$ cat src/rtl/cpu_status_pkg.sv
// constants shared by the status and pointer register block
package cpu_status_pkg;

    // ------------------------------------------------------------
    // widths
    // ------------------------------------------------------------
    localparam int NIP_W    = 20;
    localparam int WORD_W   = 16;
    localparam int FLAG_W   = 11;
    localparam int PRIO_W   = 3;
    localparam int BIDX_W   = 3;
    localparam int VEC_W    = 6;
    localparam int AXI_AW   = 8;
    localparam int AXI_DW   = 32;

    // ------------------------------------------------------------
    // register byte offsets
    // ------------------------------------------------------------
    localparam logic [AXI_AW-1:0] OFS_NIP   = 8'h00;
    localparam logic [AXI_AW-1:0] OFS_USP   = 8'h04;
    localparam logic [AXI_AW-1:0] OFS_ISP   = 8'h08;
    localparam logic [AXI_AW-1:0] OFS_SB    = 8'h0C;
    localparam logic [AXI_AW-1:0] OFS_FLAGS = 8'h10;
    localparam logic [AXI_AW-1:0] OFS_ASP   = 8'h14;
    localparam logic [AXI_AW-1:0] OFS_IRQ   = 8'h18;

    // ------------------------------------------------------------
    // flag field positions
    // ------------------------------------------------------------
    localparam int FLG_C    = 0;
    localparam int FLG_D    = 1;
    localparam int FLG_Z    = 2;
    localparam int FLG_S    = 3;
    localparam int FLG_B    = 4;
    localparam int FLG_O    = 5;
    localparam int FLG_I    = 6;
    localparam int FLG_U    = 7;
    localparam int FLG_PLO  = 8;
    localparam int FLG_PHI  = 10;

    // ------------------------------------------------------------
    // values after reset and step sizes
    // ------------------------------------------------------------
    localparam logic [NIP_W-1:0]  NIP_RST   = 20'h00000;
    localparam logic [WORD_W-1:0] SP_RST    = 16'h0000;
    localparam logic [WORD_W-1:0] SB_RST    = 16'h0000;
    localparam logic [FLAG_W-1:0] FLAGS_RST = 11'h000;
    localparam logic [WORD_W-1:0] SP_STEP   = 16'h0002;
    localparam logic [VEC_W-1:0]  TRAP_HW_LIM = 6'h20;
    localparam logic [BIDX_W-1:0] BANK_REGS = 3'h7;
    localparam logic [1:0] RESP_OKAY   = 2'h0;
    localparam logic [1:0] RESP_SLVERR = 2'h2;

endpackage

$ cat src/rtl/cpu_status_regs.sv
// status, pointer and banked registers of the cpu core with an AXI4-Lite port
//
// The register offsets and the AXI4-Lite slave port were left to the implementer.
`timescale 1ns/1ps
module cpu_status_regs (
    input  wire logic                               core_clk,
    input  wire logic                               reset,
    // AXI4-Lite slave
    input  wire logic [cpu_status_pkg::AXI_AW-1:0]  awaddr,
    input  wire logic                               awvalid,
    output logic                                    awready,
    input  wire logic [cpu_status_pkg::AXI_DW-1:0]  wdata,
    input  wire logic [3:0]                         wstrb,
    input  wire logic                               wvalid,
    output logic                                    wready,
    output logic [1:0]                              bresp,
    output logic                                    bvalid,
    input  wire logic                               bready,
    input  wire logic [cpu_status_pkg::AXI_AW-1:0]  araddr,
    input  wire logic                               arvalid,
    output logic                                    arready,
    output logic [cpu_status_pkg::AXI_DW-1:0]       rdata,
    output logic [1:0]                              rresp,
    output logic                                    rvalid,
    input  wire logic                               rready,
    // instruction datapath
    input  wire logic                               nipLoad,
    input  wire logic [cpu_status_pkg::NIP_W-1:0]   nipNext,
    input  wire logic                               sbLoad,
    input  wire logic [cpu_status_pkg::WORD_W-1:0]  sbNext,
    input  wire logic                               flagLoad,
    input  wire logic [cpu_status_pkg::FLAG_W-1:0]  flagNext,
    input  wire logic                               aluFlagWe,
    input  wire logic [cpu_status_pkg::WORD_W-1:0]  aluResult,
    input  wire logic                               aluCarry,
    input  wire logic                               aluOverflow,
    input  wire logic                               stackPush,
    input  wire logic                               stackPop,
    input  wire logic                               spLoad,
    input  wire logic [cpu_status_pkg::WORD_W-1:0]  spNext,
    input  wire logic                               swTrap,
    input  wire logic [cpu_status_pkg::VEC_W-1:0]   trapVector,
    input  wire logic                               bankWe,
    input  wire logic [cpu_status_pkg::BIDX_W-1:0]  bankWrIdx,
    input  wire logic [cpu_status_pkg::WORD_W-1:0]  bankWrData,
    input  wire logic [cpu_status_pkg::BIDX_W-1:0]  bankRdIdx,
    output logic [cpu_status_pkg::WORD_W-1:0]       bankRdData,
    // interrupt sequencer
    input  wire logic                               irqRequest,
    input  wire logic                               irqMaskable,
    input  wire logic [cpu_status_pkg::PRIO_W-1:0]  irqPriority,
    input  wire logic                               irqAccept,
    output logic                                    irqGrant,
    // register views
    output logic [cpu_status_pkg::NIP_W-1:0]        nextInstructionPointer,
    output logic [cpu_status_pkg::WORD_W-1:0]       activeStackPointer,
    output logic [cpu_status_pkg::WORD_W-1:0]       staticBaseRegister,
    output logic [cpu_status_pkg::FLAG_W-1:0]       cpuStatusFlags
);
    import cpu_status_pkg::*;

    // ------------------------------------------------------------
    // helpers
    // ------------------------------------------------------------
    // merge a bus write into a register, honouring byte strobes
    function automatic logic [AXI_DW-1:0] strobeMerge(
        input logic [AXI_DW-1:0] oldVal,
        input logic [AXI_DW-1:0] newVal,
        input logic [3:0]        strb
    );
        logic [AXI_DW-1:0] res;
        res = oldVal;
        for (int i = 0; i < 4; i++) begin
            if (strb[i]) begin
                res[i*8 +: 8] = newVal[i*8 +: 8];
            end
        end
        return res;
    endfunction

    // true when the byte offset names a writable register
    function automatic logic isWritable(input logic [AXI_AW-1:0] a);
        return (a == OFS_NIP) || (a == OFS_USP) || (a == OFS_ISP) ||
               (a == OFS_SB) || (a == OFS_FLAGS);
    endfunction

    // ------------------------------------------------------------
    // state
    // ------------------------------------------------------------
    logic [NIP_W-1:0]  nipQ,   nipD;
    logic [WORD_W-1:0] uspQ,   uspD;
    logic [WORD_W-1:0] ispQ,   ispD;
    logic [WORD_W-1:0] sbQ,    sbD;
    logic [FLAG_W-1:0] flagsQ, flagsD;

    logic              awHeldQ;
    logic [AXI_AW-1:0] awAddrQ;
    logic              wHeldQ;
    logic [AXI_DW-1:0] wDataQ;
    logic [3:0]        wStrbQ;
    logic              bValidQ;
    logic [1:0]        bRespQ;
    logic              rValidQ;
    logic [AXI_DW-1:0] rDataQ;
    logic [1:0]        rRespQ;

    // ------------------------------------------------------------
    // write channels
    // ------------------------------------------------------------
    // address and data are held separately so either may come first
    assign awready = ~awHeldQ;
    assign wready  = ~wHeldQ;
    assign bvalid  = bValidQ;
    assign bresp   = bRespQ;

    wire               wrFire  = awHeldQ & wHeldQ & ~bValidQ;
    wire               wrLegal = isWritable(awAddrQ);
    wire [AXI_DW-1:0]  wrWord;
    wire               busNip   = wrFire & (awAddrQ == OFS_NIP);
    wire               busUsp   = wrFire & (awAddrQ == OFS_USP);
    wire               busIsp   = wrFire & (awAddrQ == OFS_ISP);
    wire               busSb    = wrFire & (awAddrQ == OFS_SB);
    wire               busFlags = wrFire & (awAddrQ == OFS_FLAGS);
    wire [AXI_DW-1:0]  curWord;

    // current value of the addressed register, for partial strobes
    assign curWord = (awAddrQ == OFS_NIP)   ? {12'h000, nipQ} :
                     (awAddrQ == OFS_USP)   ? {16'h0000, uspQ} :
                     (awAddrQ == OFS_ISP)   ? {16'h0000, ispQ} :
                     (awAddrQ == OFS_SB)    ? {16'h0000, sbQ} :
                     (awAddrQ == OFS_FLAGS) ? {21'h0, flagsQ} :
                     32'h00000000;
    assign wrWord  = strobeMerge(curWord, wDataQ, wStrbQ);

    // holding registers and the write response
    always_ff @(posedge core_clk) begin
        if (reset) begin
            awHeldQ <= 1'b0;
            awAddrQ <= 8'h00;
            wHeldQ  <= 1'b0;
            wDataQ  <= 32'h00000000;
            wStrbQ  <= 4'h0;
            bValidQ <= 1'b0;
            bRespQ  <= RESP_OKAY;
        end else begin
            if (awvalid && !awHeldQ) begin
                awHeldQ <= 1'b1;
                awAddrQ <= {awaddr[AXI_AW-1:2], 2'b00};
            end
            if (wvalid && !wHeldQ) begin
                wHeldQ <= 1'b1;
                wDataQ <= wdata;
                wStrbQ <= wstrb;
            end
            if (wrFire) begin
                awHeldQ <= 1'b0;
                wHeldQ  <= 1'b0;
                bValidQ <= 1'b1;
                bRespQ  <= wrLegal ? RESP_OKAY : RESP_SLVERR;
            end else if (bValidQ && bready) begin
                bValidQ <= 1'b0;
            end
        end
    end

    // ------------------------------------------------------------
    // stack pointer selection
    // ------------------------------------------------------------
    wire              userSel = flagsQ[FLG_U];
    wire [WORD_W-1:0] curSp   = userSel ? uspQ : ispQ;
    wire              spTouch = stackPush | stackPop | spLoad;
    wire [WORD_W-1:0] spMoved;

    // a simultaneous push and pop cancels; a load wins over both
    assign spMoved = spLoad ? spNext :
                     (stackPush & ~stackPop) ? curSp - SP_STEP :
                     (stackPop & ~stackPush) ? curSp + SP_STEP :
                     curSp;

    // only the pointer selected at the time of access moves
    always_comb begin
        uspD = uspQ;
        ispD = ispQ;
        if (busUsp) begin
            uspD = wrWord[WORD_W-1:0];
        end
        if (busIsp) begin
            ispD = wrWord[WORD_W-1:0];
        end
        if (spTouch && userSel) begin
            uspD = spMoved;
        end
        if (spTouch && !userSel) begin
            ispD = spMoved;
        end
    end

    // ------------------------------------------------------------
    // instruction pointer and static base
    // ------------------------------------------------------------
    // the datapath outranks software so a fetch update is never lost
    assign nipD = nipLoad ? nipNext :
                  busNip  ? wrWord[NIP_W-1:0] : nipQ;
    assign sbD  = sbLoad  ? sbNext :
                  busSb   ? wrWord[WORD_W-1:0] : sbQ;

    // ------------------------------------------------------------
    // status flags
    // ------------------------------------------------------------
    wire lowTrap = swTrap & (trapVector < TRAP_HW_LIM);

    // later assignments take priority: events over loads over the bus
    always_comb begin
        flagsD = flagsQ;
        if (busFlags) begin
            flagsD = wrWord[FLAG_W-1:0];
        end
        if (flagLoad) begin
            flagsD = flagNext;
        end
        if (aluFlagWe) begin
            flagsD[FLG_C] = aluCarry;
            flagsD[FLG_Z] = (aluResult == 16'h0000);
            flagsD[FLG_S] = aluResult[WORD_W-1];
            flagsD[FLG_O] = aluOverflow;
        end
        if (irqAccept) begin
            flagsD[FLG_I] = 1'b0;
            flagsD[FLG_U] = 1'b0;
        end
        if (lowTrap) begin
            flagsD[FLG_U] = 1'b0;
        end
    end

    // ------------------------------------------------------------
    // register update
    // ------------------------------------------------------------
    always_ff @(posedge core_clk) begin
        if (reset) begin
            nipQ   <= NIP_RST;
            uspQ   <= SP_RST;
            ispQ   <= SP_RST;
            sbQ    <= SB_RST;
            flagsQ <= FLAGS_RST;
        end else begin
            nipQ   <= nipD;
            uspQ   <= uspD;
            ispQ   <= ispD;
            sbQ    <= sbD;
            flagsQ <= flagsD;
        end
    end

    // ------------------------------------------------------------
    // register banks
    // ------------------------------------------------------------
    // writes to the spare eighth slot are dropped
    wire bankWrOk = bankWe & (bankWrIdx < BANK_REGS);

    reg_bank_mem u_banks (
        .core_clk (core_clk),
        .bankSel  (flagsQ[FLG_B]),
        .wrEn     (bankWrOk),
        .wrIdx    (bankWrIdx),
        .wrData   (bankWrData),
        .rdIdx    (bankRdIdx),
        .rdData   (bankRdData)
    );

    // ------------------------------------------------------------
    // interrupt gating
    // ------------------------------------------------------------
    irq_priority_gate u_gate (
        .irqRequest  (irqRequest),
        .irqMaskable (irqMaskable),
        .irqPriority (irqPriority),
        .intEnable   (flagsQ[FLG_I]),
        .threshold   (flagsQ[FLG_PHI:FLG_PLO]),
        .irqGrant    (irqGrant)
    );

    // ------------------------------------------------------------
    // read channel
    // ------------------------------------------------------------
    wire [AXI_AW-1:0] rdAddr = {araddr[AXI_AW-1:2], 2'b00};
    wire              rdFire = arvalid & ~rValidQ;
    wire              rdHit;
    wire [AXI_DW-1:0] rdWord;

    assign arready = ~rValidQ;
    assign rvalid  = rValidQ;
    assign rdata   = rDataQ;
    assign rresp   = rRespQ;
    assign rdHit   = isWritable(rdAddr) || (rdAddr == OFS_ASP) ||
                     (rdAddr == OFS_IRQ);

    // reserved flag positions read back as zero
    assign rdWord = (rdAddr == OFS_NIP)   ? {12'h000, nipQ} :
                    (rdAddr == OFS_USP)   ? {16'h0000, uspQ} :
                    (rdAddr == OFS_ISP)   ? {16'h0000, ispQ} :
                    (rdAddr == OFS_SB)    ? {16'h0000, sbQ} :
                    (rdAddr == OFS_FLAGS) ? {21'h0, flagsQ} :
                    (rdAddr == OFS_ASP)   ? {16'h0000, curSp} :
                    (rdAddr == OFS_IRQ)   ? {31'h0, irqGrant} :
                    32'h00000000;

    // read data are captured when the address is taken
    always_ff @(posedge core_clk) begin
        if (reset) begin
            rValidQ <= 1'b0;
            rDataQ  <= 32'h00000000;
            rRespQ  <= RESP_OKAY;
        end else if (rdFire) begin
            rValidQ <= 1'b1;
            rDataQ  <= rdWord;
            rRespQ  <= rdHit ? RESP_OKAY : RESP_SLVERR;
        end else if (rValidQ && rready) begin
            rValidQ <= 1'b0;
        end
    end

    // ------------------------------------------------------------
    // register views
    // ------------------------------------------------------------
    // the debug bit is stored as written; keeping it zero is up to software
    assign nextInstructionPointer = nipQ;
    assign activeStackPointer     = curSp;
    assign staticBaseRegister     = sbQ;
    assign cpuStatusFlags         = flagsQ;

endmodule

$ cat src/rtl/reg_bank_mem.sv
// two banks of working registers with registered read data
`timescale 1ns/1ps
module reg_bank_mem (
    input  wire logic                                core_clk,
    input  wire logic                                bankSel,
    input  wire logic                                wrEn,
    input  wire logic [cpu_status_pkg::BIDX_W-1:0]   wrIdx,
    input  wire logic [cpu_status_pkg::WORD_W-1:0]   wrData,
    input  wire logic [cpu_status_pkg::BIDX_W-1:0]   rdIdx,
    output logic      [cpu_status_pkg::WORD_W-1:0]   rdData
);
    import cpu_status_pkg::*;

    // ------------------------------------------------------------
    // storage
    // ------------------------------------------------------------
    // one slot per bank is spare; no reset, contents are undefined
    logic [WORD_W-1:0] mem [0:15];
    wire  [3:0]        wrAddr = {bankSel, wrIdx};
    wire  [3:0]        rdAddr = {bankSel, rdIdx};

    // write port and registered read port share the bank select
    always_ff @(posedge core_clk) begin
        if (wrEn) begin
            mem[wrAddr] <= wrData;
        end
        rdData <= mem[rdAddr];
    end

endmodule

$ cat src/rtl/irq_priority_gate.sv
// decides whether a requested interrupt may be taken
`timescale 1ns/1ps
module irq_priority_gate (
    input  wire logic                              irqRequest,
    input  wire logic                              irqMaskable,
    input  wire logic [cpu_status_pkg::PRIO_W-1:0] irqPriority,
    input  wire logic                              intEnable,
    input  wire logic [cpu_status_pkg::PRIO_W-1:0] threshold,
    output logic                                   irqGrant
);
    import cpu_status_pkg::*;

    // ------------------------------------------------------------
    // gating
    // ------------------------------------------------------------
    // non-maskable requests bypass both the enable and the threshold
    wire aboveLevel = irqPriority > threshold;
    wire maskOpen   = intEnable & aboveLevel;

    assign irqGrant = irqRequest & (~irqMaskable | maskOpen);

endmodule

$ cat config.mk
export PLATFORM = sky130hd
export DESIGN_NAME = cpu_status_regs
export DESIGN_NICKNAME = d
export VERILOG_FILES = /design/src/rtl/cpu_status_pkg.sv /design/src/rtl/cpu_status_regs.sv /design/src/rtl/reg_bank_mem.sv /design/src/rtl/irq_priority_gate.sv
export SDC_FILE = /design/constraint.sdc
export NUM_CORES = 1
export LEC_CHECK = 0
export ABC_AREA = 1
export ABC_CLOCK_PERIOD_IN_PS = 2050
export BUFFER_PORTS_ARGS = -buffer_cell sky130_fd_sc_hd__buf_4
export CAP_MARGIN = 10
export CORE_UTILIZATION = 52
export CTS_CLUSTER_SIZE = 28
export DETAILED_ROUTE_END_ITERATION = 7
export PLACE_DENSITY_LB_ADDON = 0.05
export SLEW_MARGIN = 15
export SYNTH_ARGS = -nofsm -noshare
export SYNTH_HDL_FRONTEND = slang
export SYNTH_HIERARCHICAL = 1
export SYNTH_SLANG_ARGS = --single-unit
$ cat constraint.sdc
create_clock -name core_clk -period 2.05 [get_ports core_clk]
set_clock_uncertainty 0.2 [all_clocks]
set_input_delay 0.3075 -clock core_clk [delete_from_list [all_inputs] [get_ports core_clk]]
set_output_delay 0.3075 -clock core_clk [all_outputs]
set_load 0.02 [all_outputs]
==> metrics.cfg, run 1 <==
[outcome]
status = finished, violations left
violations = negative setup slack

[floorplanning]
rows = 70
core-area_um2 = 37000
die_y_um = 197
die_area_um2 = 38700
start_util_pct = 53.4
dieWidth_um = 197
num_io_pins = 304

[global_route]
grt_max_degree = 65
grt_overflow_total = 0
antenna_found_initial = 0
grt_pass1_vias = 19400
grt_usage_pct = 37.6
grt_pass1_wl_mm = 110

[placed_design]
placed_area_um2 = 23800
port_buffers = 267
place_congestion = 1.00
post-dp-hpwl_mm = 49.7

[pwr]
p_leak_nw = 12.6
switching_share_pct = 26.9
combPwrFrac_pct = 18.0
p_sw_w = 0.00569
p_clk_share_pct = 38.8
peakVddDrop_v = 0.000901
pwr_density_cell_nw_per_um2 = 748
share_seq_of_total_power_pct = 43.2
p_int_w = 0.0155

[clocking]
numClockSinks = 406
worst_skew_pair.late_latency_ns = 0.59
root_buffer = clkbuf_16
cts_tree = done
clock_path_buffers = 3
h-tree-depth = 2
cts_buffers = 44
clk_pin_slew_ns = 0.06

[critical_path]
crit_path_start_kind = flop
crit_fanout = 3
r2r_cells = 15
cp.arrival_ns = 1.78
r2r-start = cpuStatusFlags[7]
end_kind = output port
worstPathRequired_ns = 1.54
rrSetupSlack_ns = -0.19
r2r-end = uspQ[15]
crit_type = reg2out

[worst_hold_path]
whs_endpoint = ispQ[5]
hp-class = in2reg
min_from = spNext[5]
holdPathStages = 6

[layout]
syn2layout_area_growth_pct = 43.5
mostFrequentLayoutCells = nand2_1, buf_4, inv_1
fin_area_um2 = 28300
final_layout_size_suffix_gt1_share_pct = 27.5
mostFrequentLayoutCell = nand2_1
diodes = 0
fin_util_pct = 76.6
layout.nets = 3232

[yosys]
yosysUniqueCellTypes = 52
synthMuxAreaShare_pct = 0
synth-async-reset-ratio_pct = 0
synth-seq-cells = 406
yosys_warnings = 6
synthAdderAreaFrac_pct = 0.317
ys.flop_type = edfxtp_1
synth_xor_area_share_pct = 0
synth_edf_count = 256
yosysSeqAreaShare_pct = 54.2
synth_top_family_by_area = simple AND/OR/NAND/NOR gates
netlist_area_um2 = 19700
synth.avg_cell_area_um2 = 8.19
synth-simple-area-share_pct = 26.6
synth_cells = 2409
synth_compound_area_share_pct = 8.63

[job]
drv_cap = 0

[sta]
maxSlewViolCount = 0
tightest_slew_ns = 0.523
setup_viol = 47
hold_viol = 0
fmax_mhz = 438
finalWorstSetupSlack_ns = -0.234
fin_crit_ns = 2.28
fin_worst_hold_slack_ns = 0.00183
relSlewSlack_pct = 65.1
rsz0062_at_grt = true
post-route-period-util_pct = 111

[routing]
postRouteAntennaNets = 0
drt_wl_total_mm = 73.8
viasPerCell = 5.50
drt-pass1-iter-count = 8
vias = 19700
drcViolationCount = 0
wl_per_cell_um = 20.6
dr.first_iter.drc_count = 1635

==> routing by layer <==
| layer | GRT usage, % | part of all wire [%] |
|---|---|---|
| met1 | 44.3 | 37 |
| met3 | 5.78 | 8.0 |
| met5 | 0 | 0 |
| met4 | 25.4 | 7.4 |
| met2 | 63.5 | 48 |
==> per-stage QoR <==
stage                     instances  setup TNS [ns]  power (W)  setup WS [ns]
after floorplan                2422          -13.09     0.0107         -0.103
after global placement         3304           -2.21     0.0123         -0.150
after detailed placement       3304           -4.38     0.0123         -0.183
after CTS                      3565           -4.55     0.0209         -0.198
after global routing           3583           -9.82     0.0217         -0.303
final                          3583           -5.19     0.0212         -0.234
==> state kept, by name, indices dropped and copies added, names as in the netlist <==
name,cells
u_banks/mem,256
nextInstructionPointer,20
rdata,20
wDataQ,20
ispQ,16
staticBaseRegister,16
u_banks/rdData,16
uspQ,16
cpuStatusFlags,11
awAddrQ,6
wStrbQ,3
awHeldQ,1
bresp,1
bvalid,1
rresp,1
rvalid,1
wHeldQ,1
==> repair_timing <==
item | 4_1_cts | 5_1_grt
buffers inserted | 27 | 21
pin swaps | 32 | 59
hold endpoints to repair | 366 | 0
resized for setup | 146 | 162
hold buffers | 152 | 0
gates cloned | 2 | 2
endpoints found under the setup margin | 84 | 100
==> power groups by stage <==
stage | sequential [W] | clock, W | combinational, W
after floorplan | 0.00935 | 0 | 0.00137
after detailed placement | 0.00928 | 0 | 0.00302
after CTS | 0.00912 | 0.00827 | 0.00352
after global routing | 0.00915 | 0.00856 | 0.00403
final | 0.00914 | 0.00821 | 0.00382
after global placement | 0.00928 | 0 | 0.00298
==> cells in the mapped netlist, types with 14 or more instances <==
library cell / instances / share of area [%]
nor2_1: 172 / 3.3
buf_2: 31 / 0.79
inv_1: 327 / 6.2
clkbuf_1: 37 / 0.70
nand2_2: 14 / 0.44
buf_4: 36 / 1.4
o21ai_0: 95 / 2.4
dfxtp_1: 150 / 15
nand2_1: 714 / 14
a21oi_1: 120 / 3.0
edfxtp_1: 256 / 39
a31oi_1: 35 / 1.1
nand3_1: 279 / 7.1
==> area by class of cell <==
type	count	area (um2)
Clock buffer	65	1290
Clock inverter	16	218
Fill cell	2566	8650
Inverter	339	1300
Multi-Input combinational cell	1556	7950
Sequential cell	406	10700
Tap cell	504	631
Timing Repair Buffer	697	6210
==> worst max-delay path: stages, from the launching register on <==
cell and delay, ns:
dfxtp_2 0.33, inv_2 0.04, ha_4 0.28, nand3_2 0.10
nand2_2 0.09, nand2_2 0.06, a21oi_4 0.15, buf_6 0.14
==> kinds of logic after synthesis <==
kind of cell               count (synthesis)
buffers and inverters                    460
and+or+nand+nor                         1235
adders and majority gates                  5
DFF                                      406
other                                      1
AOI/OAI and AO/OA                        302
==> how the worst max path moves through the flow <==
stage                  startpoint                 end  slack, ns  depth (start not counted)
2_1_floorplan   cpuStatusFlags[4]  u_banks/mem[10][0]      -0.10                          3
3_3_place_gp           awAddrQ[7]             ispQ[7]      -0.15                         13
3_5_place_dp           awAddrQ[7]             ispQ[7]      -0.18                         13
4_1_cts        cpuStatusFlags[10]            irqGrant      -0.20                          7
5_1_grt         cpuStatusFlags[7]            uspQ[15]      -0.30                         15
6_report       cpuStatusFlags[10]            irqGrant      -0.23                          7
No activity file was read; power rests on OpenSTA's default activity.
==> run 2, diff against run 1 <==
- BUFFER_PORTS_ARGS: -buffer_cell sky130_fd_sc_hd__buf_4 -> -buffer_cell sky130_fd_sc_hd__buf_2
==> run 2 against run 1 <==
The run still ends with negative setup slack left. Clock-buffer cell count unchanged. Combinational power decreased by 3%. Cell count decreased by 0.31%. Sequential cell count unchanged. Critical path depth increased by 6. Critical path type is now reg2reg.
==> metrics.cfg, run 2 (same netlist as run 1, synthesis figures left out) <==
[outcome]
status = finished, violations left  ; unchanged
violations = negative setup slack  ; unchanged

[critical_path]
critPathCapture = uspQ[13]  ; was irqGrant
crit_cells = 13  ; was 7
critPathMaxStageDelay_ns = 0.39  ; was 0.33 ns
r2r_cells = 13  ; was 15
crit_fanout = 5  ; was 3
r2r-end = uspQ[13]  ; was uspQ[15]
critPathBufInv = 3  ; was 2
slowest_stage = dfxtp_4  ; was dfxtp_2
crit_type = reg2reg  ; was reg2out
crit_path_frequent_cell = nand2_1  ; was nand2_2
rrSetupSlack_ns = -0.23  ; was -0.19 ns
worstPathRequired_ns = 2.36  ; was 1.54 ns
cp_top_family = simple AND/OR/NAND/NOR gates  ; was flip-flops
startpoint = cpuStatusFlags[7]  ; was cpuStatusFlags[10]
end_kind = flop  ; was output port
r2r-start = cpuStatusFlags[7]  ; unchanged
cp.arrival_ns = 2.59  ; was 1.78 ns
path_cells = buf_12 -> buf_16 -> buf_4 -> o21a_1 -> nor2_2 -> nand4_1 -> nand2_2 -> nand2_1 -> nand2_1 -> nand3_2 -> nand2_2 -> nand2_1 -> a21oi_2  ; was inv_2 -> ha_4 -> nand3_2 -> nand2_2 -> nand2_2 -> a21oi_4 -> buf_6
crit_path_start_kind = flop  ; unchanged

[floorplanning]
core-area_um2 = 37000  ; unchanged
dieWidth_um = 197  ; unchanged
die_y_um = 197  ; unchanged
rows = 70  ; unchanged
die_area_um2 = 38700  ; unchanged
start_util_pct = 53.4  ; unchanged
num_io_pins = 304  ; unchanged

[sta]
post-route-period-util_pct = 111  ; about the same
hold_viol = 0  ; unchanged
finalWorstSetupSlack_ns = -0.231  ; was -0.234 ns
fmax_mhz = 438  ; about the same
setup_viol = 48  ; was 47
fin_crit_ns = 2.28  ; about the same
tightest_slew_ns = 0.580  ; was 0.523 ns
rsz0062_at_grt = true  ; unchanged
fin_worst_hold_slack_ns = 0.0620  ; was 0.00183 ns
maxSlewViolCount = 0  ; unchanged
relSlewSlack_pct = 61.3  ; was 65.1%

[pwr]
p_leak_nw = 12.5  ; was 12.6 nW
peakVddDrop_v = 0.000797  ; was 0.000901 V
pwr_density_cell_nw_per_um2 = 748  ; about the same

[clocking]
root_buffer = clkbuf_16  ; unchanged
cts_tree = done  ; unchanged
worst_skew_pair.late_latency_ns = 0.59  ; about the same
clock_path_buffers = 3  ; unchanged
h-tree-depth = 2  ; unchanged
numClockSinks = 406  ; unchanged
clk_pin_slew_ns = 0.06  ; about the same
cts_buffers = 45  ; was 44

[routing]
viasPerCell = 5.52  ; was 5.50
drt-pass1-iter-count = 6  ; was 8
postRouteAntennaNets = 0  ; unchanged
drcViolationCount = 0  ; unchanged
met3WireLength_mm = 6.19  ; was 5.87 mm
met1_length_mm = 26.4  ; was 27.1 mm
wl_per_cell_um = 20.5  ; was 20.6 um
dr.first_iter.drc_count = 1672  ; was 1635
drt_wl_total_mm = 73.2  ; was 73.8 mm
vias = 19700  ; about the same
wl_met2_mm = 35.4  ; about the same
highest_layer = met4  ; unchanged

[global_route]
grt_usage_pct = 36.2  ; was 37.6%
grt_overflow_total = 0  ; unchanged
grt_max_degree = 83  ; was 65
grt_pass1_wl_mm = 106  ; was 110 mm
grt_pass1_vias = 18800  ; was 19400
antenna_found_initial = 1  ; was 0

[placed_design]
placed_cells = 3283  ; was 3304
port_buffers = 267  ; unchanged
post-dp-hpwl_mm = 47.1  ; was 49.7 mm
place_congestion = 1.08  ; was 1.00
dp_slack_ns = -0.171  ; was -0.183 ns

[layout]
largest_reg_flops = 256  ; unchanged
mostFrequentLayoutCell = nand2_1  ; unchanged
syn2layout_area_growth_pct = 40.8  ; was 43.5%
fin_cells = 3572  ; was 3583
largest_register = u_banks/mem  ; unchanged
mostFrequentLayoutCells = nand2_1, inv_1, edfxtp_1  ; was nand2_1, buf_4, inv_1
layout.nets = 3216  ; was 3232
fillers = 2710  ; was 2566
final_layout_size_suffix_gt1_share_pct = 29.9  ; was 27.5%

[job]
drv_cap = 0  ; unchanged

[worst_hold_path]
hp-class = in2reg  ; unchanged

## run 2: cell count changes in the layout (fill, tap and decap cells not counted), moves of 11 or more
cell           before  now
buf_4             460  216
nand2_1           653  641
nor2_1            148  134
buf_2               0  249
dlygate4sd3_1     152  126
nor2_2             23   34
## run 2: worst reg2reg max path, stage by stage (launching register included)
cell	delay [ns]
dfxtp_4	0.39
buf_12	0.16
buf_16	0.14
buf_4	0.13
o21a_1	0.22
nor2_2	0.15
nand4_1	0.18
nand2_2	0.17
nand2_1	0.06
nand2_1	0.07
nand3_2	0.06
nand2_2	0.11
nand2_1	0.07
a21oi_2	0.12
## run 2: report_power, final
group | total, W | switching, W | internal [W]
Sequential | 0.00912 | 0.000189 | 0.00893
Clock | 0.00794 | 0.00337 | 0.00457
Combinational | 0.00371 | 0.00220 | 0.00151
Total | 0.0208 | 0.00576 | 0.0150
## run 2: cell type report
type,count,area (um2),area share (%)
Clock buffer,65,1260,4.54
Antenna cell,3,7.51,0.0270
Multi-Input combinational cell,1556,8240,29.7
Clock inverter,19,189,0.680
Inverter,339,1300,4.69
Tap cell,504,631,2.27
Sequential cell,406,10700,38.5
Timing Repair inverter,1,7.51,0.0270
Timing Repair Buffer,679,5430,19.6
## run 2: how the worst min path moves through the flow
stage / endpoint / slack, ns / cells past startpoint / from
after global routing: cpuStatusFlags[2] / 0.07 / 5 / aluResult[10]
after CTS: uspQ[5] / 0.03 / 6 / spNext[5]
after detailed placement: rdata[9] / 0.25 / 2 / rdata[9]
after floorplan: u_banks/mem[0][0] / 0.21 / 0 / bankWrData[0]
final: uspQ[1] / 0.06 / 5 / spNext[1]
after global placement: rdata[8] / 0.25 / 2 / rdata[8]
## run 2: repair_timing
| action | 4_1_cts | 5_1_grt |
|---|---|---|
| setup buffers | 39 | 36 |
| hold buffers | 127 | 0 |
| gates resized for setup | 226 | 166 |
| hold endpoints to repair | 359 | 0 |
| cloned | 4 | 4 |
| setup endpoints to repair | 94 | 102 |
| pin swaps | 71 | 89 |
## run 2: through the flow
| step | utilization [%] | area [um2] | power [W] | setup TNS (ns) |
|---|---|---|---|---|
| after global placement | 62.0 | 22900 | 0.0120 | -1.59 |
| after detailed placement | 62.0 | 22900 | 0.0121 | -4.40 |
| after CTS | 72.7 | 26900 | 0.0204 | -3.30 |
| after floorplan | - | 19900 | 0.0107 | -13.09 |
| final | 75.1 | 27800 | 0.0208 | -6.03 |
| after global routing | 75.1 | 27800 | 0.0214 | -9.91 |
## run 2: metal layers
layer  global-route usage, %  vias up
met2                    61.2     1151
met4                    23.9        0
met1                    42.6     9224
li1                        -     9058
met3                    6.21      299
met5                       0        -
